### config.mk
export PLATFORM = sky130hd
export DESIGN_NAME = power_on_strap_capture
export DESIGN_NICKNAME = d
export VERILOG_FILES = /design/src/logic/strap_capture_pkg.sv /design/src/logic/power_on_strap_capture.sv
export SDC_FILE = /design/constraint.sdc
export NUM_CORES = 1
export LEC_CHECK = 0
export BUFFER_PORTS_ARGS = -buffer_cell sky130_fd_sc_hd__clkbuf_2
export CORE_UTILIZATION = 35
export DETAILED_ROUTE_END_ITERATION = 6
export GPL_ROUTABILITY_DRIVEN = 0
export PLACE_DENSITY = 0.78
export SLEW_MARGIN = 10
export SYNTH_ARGS = -nofsm -noshare
export SYNTH_HDL_FRONTEND = slang
export SYNTH_SLANG_ARGS = --single-unit
### constraint.sdc
create_clock -name clock -period 2.4 [get_ports clock]
set_input_delay 0.36 -clock clock [delete_from_list [all_inputs] [get_ports clock]]
set_output_delay 0.36 -clock clock [all_outputs]
set_load 0.005 [all_outputs]
### src/logic/strap_capture_pkg.sv
/*
 Package for the power-on strap capture block: register offsets, strap pin
 positions, field positions and clock divisor codes.
 Assumes the strap pins are the shared memory data bus, sampled synchronously.
*/
`default_nettype none
package strap_capture_pkg;
	// Register offsets, byte-wide register port
	localparam logic [7:0] STRAP_REG0_OFFSET = 8'h4a;
	localparam logic [7:0] STRAP_REG2_OFFSET = 8'h4c;
	localparam logic [7:0] HCLK_STRAP_OFFSET = 8'h5f;

	// Strap pin positions on the memory data bus
	localparam int PIN_HCLK_SPD_LO = 2;  // Pins 3..2
	localparam int PIN_PCI_DIV_A   = 4;
	localparam int PIN_SYNC        = 5;
	localparam int PIN_PLL_LO      = 6;  // Pins 7..6
	localparam int PIN_PCI_DIV_B   = 17;
	localparam int PIN_DOT_DIR     = 20;
	localparam int PIN_HCLK_SPD_HI = 24; // Pins 26..24
	localparam int PIN_BUS_SEL     = 44;

	// Field positions in strap register 0, strap register 2 and the host clock strap register
	localparam int F0_PLL_LO   = 6;
	localparam int F0_BUS_SEL  = 5;
	localparam int F0_PCI_DIVA = 4;
	localparam int F0_SYNC     = 2;
	localparam int F2_DOT_DIR  = 4;
	localparam int FH_SPEED_LO = 3;

	// Reset value of unread registers and reserved bits
	localparam logic [7:0] REG_RESET = 8'h00;

	// Divisor codes for the PCI clock
	localparam logic [2:0] DIV_BY_2 = 3'h2;
	localparam logic [2:0] DIV_BY_3 = 3'h3;
	localparam logic [2:0] DIV_BY_4 = 3'h4;

	typedef enum logic [1:0] {
		ST_RESET   = 2'b00,
		ST_CAPTURE = 2'b01,
		ST_HOLD    = 2'b10
	} capture_state_t;

	// Captured strap set, shared by the capture and the clock logic
	typedef struct packed {
		logic [1:0] pll_range;
		logic       bus_local;
		logic       pci_div_a;
		logic       pci_div_b;
		logic       mem_sync;
		logic       dot_out;
		logic [4:0] hclk_speed;
	} strap_set_t;
endpackage
`default_nettype wire

### src/logic/power_on_strap_capture.sv
/*
 Power-on strap capture: samples the memory data pins as the reset ends, holds
 them in read-only strap registers and derives the clock and bus set-up.
 Assumes board resistors hold the straps steady while srst is high and that
 the pins are synchronous to clock.
*/
`timescale 1ns/1ps
`default_nettype none
//
// Contract
// RULE_01: Strap register 0 takes the levels on strap pins 7..4 as reset ends.
// RULE_02: PCI clock is host clock /4 if strap A low, /3 if A high B low, /2 if both high.
// RULE_03: Register 0 bit 4 shows divisor strap A and bits 1..0 show divisor strap B.
// RULE_04: Register 0 bit 2 shows the memory/host sync strap, 1 meaning synchronised.
// RULE_05: The bus-select strap picks ISA at 0 or local bus at 1, shown in bit 5.
// RULE_06: Register 0 bits 7..6 show the two PLL range straps that set up the PCI PLL.
// RULE_07: The board holds marked straps at their pull level through reset.
// RULE_08: The dot clock strap makes the dot clock pin an input at 0, an output at 1.
// RULE_09: Five host clock speed straps program the synthesizer and are readable.
// RULE_10: Straps are sampled once at reset release and held until the next reset.
module power_on_strap_capture
	import strap_capture_pkg::*;
#(
	parameter int PIN_COUNT = 64
) (
	input  wire logic                 clock,
	input  wire logic                 srst,
	input  wire logic [PIN_COUNT-1:0] strap_sample_pins,
	input  wire logic [7:0]           reg_addr,
	output var  logic [7:0]           reg_rdata,
	output var  logic                 pci_clock_out,
	output var  logic                 mem_host_sync,
	output var  logic                 local_bus_mode,
	output var  logic [1:0]           pci_pll_range,
	output var  logic                 dot_clock_oe_n,
	output var  logic [4:0]           hclk_speed_code,
	output var  logic                 straps_valid
);
	import strap_capture_pkg::*;

	capture_state_t state;
	capture_state_t next_state;
	strap_set_t     straps;
	strap_set_t     next_straps;
	logic [2:0]     div_count;
	logic [2:0]     div_ratio;
	logic [2:0]     next_div_count;
	logic [7:0]     reg0_value;
	logic [7:0]     reg2_value;
	logic [7:0]     hclk_value;
	logic [7:0]     next_rdata;
	logic           capture_now;

	// Capture only in the first cycle after release; later pin activity is memory traffic
	assign capture_now = (state == ST_CAPTURE); // [RULE_10]

	// Sample the strap pins into the captured set
	assign next_straps.pll_range  = strap_sample_pins[PIN_PLL_LO +: 2]; // [RULE_01] [RULE_06]
	assign next_straps.bus_local  = strap_sample_pins[PIN_BUS_SEL];     // [RULE_05]
	assign next_straps.pci_div_a  = strap_sample_pins[PIN_PCI_DIV_A];   // [RULE_01]
	assign next_straps.pci_div_b  = strap_sample_pins[PIN_PCI_DIV_B];
	assign next_straps.mem_sync   = strap_sample_pins[PIN_SYNC];        // [RULE_04]
	assign next_straps.dot_out    = strap_sample_pins[PIN_DOT_DIR];     // [RULE_08]
	assign next_straps.hclk_speed = {strap_sample_pins[PIN_HCLK_SPD_LO +: 2],
		strap_sample_pins[PIN_HCLK_SPD_HI +: 3]};                       // [RULE_09]

	// Sequencer: reset, one capture cycle, then hold until the next reset
	always_comb begin
		case (state)
			ST_RESET:   next_state = ST_CAPTURE;
			ST_CAPTURE: next_state = ST_HOLD;
			default:    next_state = ST_HOLD;
		endcase
	end

	always_ff @(posedge clock) begin
		if (srst) begin
			state <= ST_RESET;
		end else begin
			state <= next_state;
		end
	end

	// Captured straps are cleared in reset, loaded once, then frozen
	always_ff @(posedge clock) begin
		if (srst) begin
			straps <= '0;
		end else if (capture_now) begin
			straps <= next_straps; // [RULE_10]
		end
	end

	// PCI divisor: A low gives /4, A high B low /3, both high /2
	assign div_ratio = !straps.pci_div_a ? DIV_BY_4 :
		(straps.pci_div_b ? DIV_BY_2 : DIV_BY_3); // [RULE_02]
	assign next_div_count = (div_count >= div_ratio - 3'h1) ? 3'h0 : div_count + 3'h1;

	// Divider runs only once straps are held, so the ratio never changes mid-period
	always_ff @(posedge clock) begin
		if (srst || state != ST_HOLD) begin
			div_count     <= 3'h0;
			pci_clock_out <= 1'b0;
		end else begin
			div_count     <= next_div_count;
			// Compare the count before it advances, so the first high phase is full length
			pci_clock_out <= (div_count < (div_ratio >> 1)); // [RULE_02]
		end
	end

	// Register images; reserved bits read zero
	assign reg0_value = {straps.pll_range, straps.bus_local, straps.pci_div_a, 1'b0,
		straps.mem_sync, straps.pci_div_b, straps.pci_div_b}; // [RULE_03] [RULE_04] [RULE_06]
	assign reg2_value = {3'h0, straps.dot_out, 4'h0};          // [RULE_08]
	assign hclk_value = {straps.hclk_speed, 3'h0};             // [RULE_09]

	// Address decode for read-only strap registers
	assign next_rdata = (reg_addr == STRAP_REG0_OFFSET) ? reg0_value :
		(reg_addr == STRAP_REG2_OFFSET) ? reg2_value :
		(reg_addr == HCLK_STRAP_OFFSET) ? hclk_value : REG_RESET;

	// Registered outputs
	always_ff @(posedge clock) begin
		if (srst) begin
			reg_rdata       <= REG_RESET;
			mem_host_sync   <= 1'b0;
			local_bus_mode  <= 1'b0;
			pci_pll_range   <= 2'h0;
			dot_clock_oe_n  <= 1'b1;
			hclk_speed_code <= 5'h00;
			straps_valid    <= 1'b0;
		end else begin
			reg_rdata       <= next_rdata;
			mem_host_sync   <= straps.mem_sync;   // [RULE_04]
			local_bus_mode  <= straps.bus_local;  // [RULE_05]
			pci_pll_range   <= straps.pll_range;  // [RULE_06]
			dot_clock_oe_n  <= !straps.dot_out;   // [RULE_08]
			hclk_speed_code <= straps.hclk_speed; // [RULE_09]
			straps_valid    <= (state == ST_HOLD);
		end
	end

	// Straps stay frozen once held
	a_straps_frozen: assert property ( // [RULE_10]
		@(posedge clock) disable iff (srst)
		(state == ST_HOLD) |=> $stable(straps))
		else $error("strap set changed after capture");

	// Register 0 loads pins 7..4 one cycle after the capture cycle
	a_reg0_load: assert property ( // [RULE_01]
		@(posedge clock) disable iff (srst)
		capture_now |=> (reg0_value[7:6] == $past(strap_sample_pins[7:6])
		&& reg0_value[4] == $past(strap_sample_pins[4])
		&& reg0_value[2] == $past(strap_sample_pins[5])))
		else $error("strap register 0 did not load pins 7..4");

	// A high and B low gives a three-cycle period, judged from the straps alone
	a_div_select: assert property ( // [RULE_02]
		@(posedge clock) disable iff (srst)
		(state == ST_HOLD && $rose(pci_clock_out) && straps.pci_div_a && !straps.pci_div_b)
		|-> ##3 $rose(pci_clock_out))
		else $error("PCI clock period is not three host cycles");

	// A low gives a four-cycle period whatever B is
	a_div_period: assert property ( // [RULE_02]
		@(posedge clock) disable iff (srst)
		(state == ST_HOLD && $rose(pci_clock_out) && !straps.pci_div_a)
		|-> ##4 $rose(pci_clock_out))
		else $error("PCI clock period is not four host cycles");

	// Both divisor straps high give a two-cycle period
	a_div_half: assert property ( // [RULE_02]
		@(posedge clock) disable iff (srst)
		(state == ST_HOLD && $rose(pci_clock_out) && straps.pci_div_a && straps.pci_div_b)
		|-> ##2 $rose(pci_clock_out))
		else $error("PCI clock period is not two host cycles");

	// Divide by four stays high for two host cycles
	a_div_duty: assert property ( // [RULE_02]
		@(posedge clock) disable iff (srst)
		(state == ST_HOLD && $rose(pci_clock_out) && !straps.pci_div_a)
		|=> pci_clock_out ##1 !pci_clock_out)
		else $error("PCI clock high phase is not two host cycles");

	// Divisor fields of register 0 mirror the captured straps
	a_reg0_fields: assert property ( // [RULE_03]
		@(posedge clock) disable iff (srst)
		(state == ST_HOLD && $rose(reg_addr == STRAP_REG0_OFFSET))
		|=> reg_rdata[1:0] == {2{straps.pci_div_b}} && reg_rdata[4] == straps.pci_div_a)
		else $error("strap register 0 divisor fields wrong");

	// Sync and bus mode outputs track the straps one cycle later
	a_mode_outputs: assert property ( // [RULE_04]
		@(posedge clock) disable iff (srst)
		(state == ST_HOLD) |=> mem_host_sync == $past(straps.mem_sync)
		&& local_bus_mode == $past(straps.bus_local))
		else $error("sync or bus mode output wrong");

	// Bus-select read back in bit 5 agrees with the bus mode output
	a_bus_select: assert property ( // [RULE_05]
		@(posedge clock) disable iff (srst)
		(state == ST_HOLD && $past(state) == ST_HOLD && $past(reg_addr) == STRAP_REG0_OFFSET)
		|-> reg_rdata[F0_BUS_SEL] == local_bus_mode)
		else $error("bus select bit wrong");

	// PLL range output matches register bits
	a_pll_range: assert property ( // [RULE_06]
		@(posedge clock) disable iff (srst)
		(state == ST_HOLD) ##1 (state == ST_HOLD) |-> pci_pll_range == reg0_value[7:6])
		else $error("PLL range output wrong");

	// Dot clock pin drives only when the strap is high
	a_dot_dir: assert property ( // [RULE_08]
		@(posedge clock) disable iff (srst)
		(state == ST_HOLD) |=> dot_clock_oe_n == !$past(straps.dot_out))
		else $error("dot clock direction wrong");

	// Host speed code is readable and drives the synthesizer
	a_hclk_speed: assert property ( // [RULE_09]
		@(posedge clock) disable iff (srst)
		(state == ST_HOLD) |=> hclk_speed_code == hclk_value[7:3])
		else $error("host clock speed code wrong");

	// Dot clock bit read back agrees with the pin direction output
	a_reg2_read: assert property ( // [RULE_08]
		@(posedge clock) disable iff (srst)
		(state == ST_HOLD && $past(state) == ST_HOLD && $past(reg_addr) == STRAP_REG2_OFFSET)
		|-> reg_rdata[F2_DOT_DIR] == !dot_clock_oe_n)
		else $error("dot clock bit read back wrong");

	// Speed field read back agrees with the synthesizer code
	a_hclk_read: assert property ( // [RULE_09]
		@(posedge clock) disable iff (srst)
		(state == ST_HOLD && $past(state) == ST_HOLD && $past(reg_addr) == HCLK_STRAP_OFFSET)
		|-> reg_rdata[FH_SPEED_LO +: 5] == hclk_speed_code)
		else $error("host speed field read back wrong");

	// Valid flag rises two edges after the single capture cycle
	a_valid_timing: assert property ( // [RULE_10]
		@(posedge clock) disable iff (srst)
		capture_now |-> !straps_valid ##2 straps_valid)
		else $error("straps valid flag timing wrong");

	// Reset parks the outputs, with the dot clock pin left as an input
	a_reset_outputs: assert property ( // [RULE_10]
		@(posedge clock)
		srst |=> (reg_rdata == REG_RESET && !pci_clock_out && !straps_valid && dot_clock_oe_n))
		else $error("outputs not parked during reset");
endmodule // power_on_strap_capture
`default_nettype wire

==> Implementation_results.wiki <==
{| class="wikitable"
! Metric !! Value
|-
| Filler instances || about 350
|-
| Antenna violation net count after detailed routing || 0
|-
| Number of remaining DRC errors || 0
|-
| Total nets after synthesis || 214
|-
| DRT Wirelength || roughly 2300 µm
|-
| Port buffer count || 41
|-
| Post-synthesis average cell area || between 9 and 10 µm²
|-
| Average wire per standard cell || about 10 µm
|-
| Tightest slew margin relative to the limit || between 60% and 70%
|-
| P&R area growth vs syn || 24.0%
|-
| Die width || ~63 µm
|-
| Initial core utilization || between 30% and 40%
|-
| Number of standard cells after synthesis || ~140
|-
| Final setup fails || 0
|-
| Start-to-end type of the worst setup path || reg -> reg
|-
| Number of distinct library cell variants in the gate-level netlist after synthesis || 32
|-
| Leakage dissipation || between 0.7 and 0.8 nW
|-
| Critical path data arrival time || around 1600 ps
|-
| Reg power frac || between 50% and 60%
|-
| Core Util, Final || 47.1%
|-
| Crit path launch type || flip-flop
|-
| Clock network fraction of design power || a little under two fifths
|-
| Type of the most critical hold path || in -> reg
|-
| Placement Rows || 21
|-
| Max Clock Skew || roughly 1.9 ps
|-
| Peak Freq || about 690 MHz
|-
| Unrepaired setup endpoints after global routing || false
|-
| Post-cts sizing count || 0
|-
| Net switching component of the power || around 0.27 mW
|-
| Num CTS Buffers || 5
|-
| Number of global-route vias before repair || between 900 and 1000
|-
| Commonest register cell after synthesis || sky130_fd_sc_hd__dfxtp_1
|-
| Total count of max-transition violations in the final report || 0
|-
| Accumulated negative setup slack || 0 ps
|-
| Worst slew pin tran || 533 ps
|-
| Biggest area contributors in the synthesized netlist || sky130_fd_sc_hd__dfxtp_1 (55%), sky130_fd_sc_hd__nand2_1 (7.4%), sky130_fd_sc_hd__ha_1 (4.8%), sky130_fd_sc_hd__a21oi_1 (4.6%), sky130_fd_sc_hd__nor2b_1 (3.3%)
|-
| Max-capacitance violation count || 0
|-
| Overall global routing resource usage || approximately an eighth
|-
| Endpoint class of the critical path || flip-flop
|-
| Number of sinks handled by clock tree synthesis || 36
|-
| First-pass GRT wire length || roughly 4000 µm
|-
| Post-synth top area cell || sky130_fd_sc_hd__dfxtp_1
|-
| Fin crit period || 1440 ps
|-
| Die area || approximately 4000 µm²
|-
| Ratio of final minimum period to clock period || between 60% and 70%
|-
| DR vias/cell || roughly 4.5
|-
| Total of warnings raised by yosys || 0
|-
| Final #Nets || approximately 260
|-
| Length of the first detailed-routing pass in iterations || 4
|-
| CTS tree || yes
|-
| Most instantiated cells after synthesis || sky130_fd_sc_hd__dfxtp_1 (36), sky130_fd_sc_hd__nand2_1 (26), sky130_fd_sc_hd__a21oi_1 (12)
|-
| Worst skew pair latency || approximately 280 ps
|-
| Fraction of layout instances using a drive strength above 1 || approximately 29%
|-
| Fraction of registers with async set or reset after synthesis || 0%
|-
| Peak fanout along the critical path || 6
|-
| Number of antenna violations at the first check in global routing || 0
|-
| Internal power component || approximately 0.9 mW
|-
| Number of placed I/O pins || 94
|-
| Area share of the largest cell type after synthesis || 54.8%
|-
| Run status || finished, final reports clean
|-
| Maximum number of pins on one net before global-route repair || 28
|-
| Relative contribution of combinational cells to total power || under 10%
|-
| Core area || ~3500 µm²
|-
| Number of flops mapped to enable cells by yosys || 0
|-
| Post-synthesis sequential element count || 36
|-
| Die Span Y || between 60 and 70 µm
|-
| Setup repair bufs after CTS || 0
|-
| Root Buffer Master || sky130_fd_sc_hd__clkbuf_8
|-
| Number of hold-repair buffers added at the cts stage || 0
|-
| Final-report hold violation count || 0
|-
| Switching fraction of total power || 23.0%
|-
| DP Cell Count || between 200 and 250
|-
| Worst path required time || 2590 ps
|-
| Cell area after synthesis || between 1000 and 1500 µm²
|-
| Clock input transition at the sequential cells of the worst setup and hold paths || about 70 ps
|-
| Power per Cell Area || about 710 nW/µm²
|-
| Maximum buffer depth of the clock tree || 2
|-
| Final worst setup slack || about 960 ps
|-
| Pre-CTS setup slack || about 960 ps
|-
| Total vias in the final route || ~1000
|-
| Highest ir drop seen on vdd || around 0.25 mV
|-
| H-Tree Depth || 2
|-
| DR iter-0 viols || 23
|-
| Total global routing overflow || 0
|-
| Sequential area share after synthesis || a little over half
|-
| Most instantiated library cell after synthesis || sky130_fd_sc_hd__dfxtp_1
|-
| Dpl hpwl || around 1800 µm
|-
| Final cell count without fillers || ~220
|-
| Number of diodes || 0
|}
## cells by family after synthesis
family                   count (synthesis)  share of synthesized area (%)
other                                    1                          0.285
AO/OA/AOI/OAI                           22                           10.3
AND/OR/NAND/NOR                         62                           25.8
flip-flops                              36                           54.8
adder cells (fa/ha/maj)                  5                           4.75
XOR/XNOR                                 1                          0.666
buffers and inverters                    8                           3.52
## state kept, by name, summed over array words and instances, names as in the netlist, 2 cells and up
| signal | cells |
|---|---|
| pci_pll_range | 2 |
| state | 2 |
| div_count | 3 |
| reg_rdata | 7 |
| hclk_value | 5 |
| reg0_value | 6 |
| hclk_speed_code | 5 |
## layout by cell type, fill, tap and decap left out, types with 2 or more instances in the layout
cell | Yosys | final
sky130_fd_sc_hd__a211oi_1 | 4 | 4
sky130_fd_sc_hd__a21oi_1 | 12 | 12
sky130_fd_sc_hd__a22oi_1 | 3 | 3
sky130_fd_sc_hd__and2b_1 | 4 | 4
sky130_fd_sc_hd__clkbuf_2 | 0 | 41
sky130_fd_sc_hd__clkbuf_8 | 0 | 6
sky130_fd_sc_hd__clkinv_2 | 0 | 2
sky130_fd_sc_hd__dfxtp_1 | 36 | 36
sky130_fd_sc_hd__ha_1 | 5 | 5
sky130_fd_sc_hd__inv_1 | 2 | 2
sky130_fd_sc_hd__nand2_1 | 26 | 26
sky130_fd_sc_hd__nand2b_1 | 4 | 4
sky130_fd_sc_hd__nor2_1 | 8 | 8
sky130_fd_sc_hd__nor2b_1 | 7 | 7
sky130_fd_sc_hd__nor3_1 | 2 | 2
## final timing paths
kind / startpoint / depth (start not counted) / to / slack [ps]
hold reg to reg: reg2_value[4] / 1 / dot_clock_oe_n / 420
setup / recovery: reg0_value[4] / 5 / div_count[2] / 960
hold / removal: strap_sample_pins[44] / 3 / reg0_value[5] / 300
setup reg to reg: reg0_value[4] / 5 / div_count[2] / 960
## area by class of cell
class / instances / area, µm² / area share [%]
multi-input combinational: 91 / 549 / 33.6
inverter: 2 / 7.51 / 0.460
clock inverter: 2 / 10.0 / 0.613
clock buffer: 6 / 82.6 / 5.06
sequential: 36 / 721 / 44.1
tap: 46 / 57.6 / 3.52
timing repair buffer: 41 / 205 / 12.6
## critical path, cell delays in order (launching register included)
cell and delay [ps]:
sky130_fd_sc_hd__dfxtp_1 420, sky130_fd_sc_hd__nand2b_1 90, sky130_fd_sc_hd__ha_1 270, sky130_fd_sc_hd__nand2b_1 140, sky130_fd_sc_hd__a21o_1 210, sky130_fd_sc_hd__a211oi_1 230
## power groups by stage
stage               combinational [mW]  sequential [mW]  clock (mW)
floorplan                       0.0640            0.653           0
global placement                0.0955            0.655           0
detailed placement              0.0977            0.657           0
global route                     0.111            0.646       0.478
CTS                             0.0981            0.643       0.441
finish                          0.0964            0.643       0.428
## per-stage QoR
step                cell area, µm²  hold WS [ps]  power [mW]
floorplan                     1320           379       0.717
global placement              1540           395       0.750
detailed placement            1540           403       0.754
CTS                           1630           297        1.18
global route                  1630           304        1.24
finish                        1630           301        1.17
## metal layers
layer	up-vias	part of all wire, %	track usage, %
met5	-	0	0
met4	0	1.6	5.40
met3	5	6.7	6.70
met2	29	46	20.7
met1	434	45	14.6
li1	531	-	-
(Power assumes the default switching activity.)
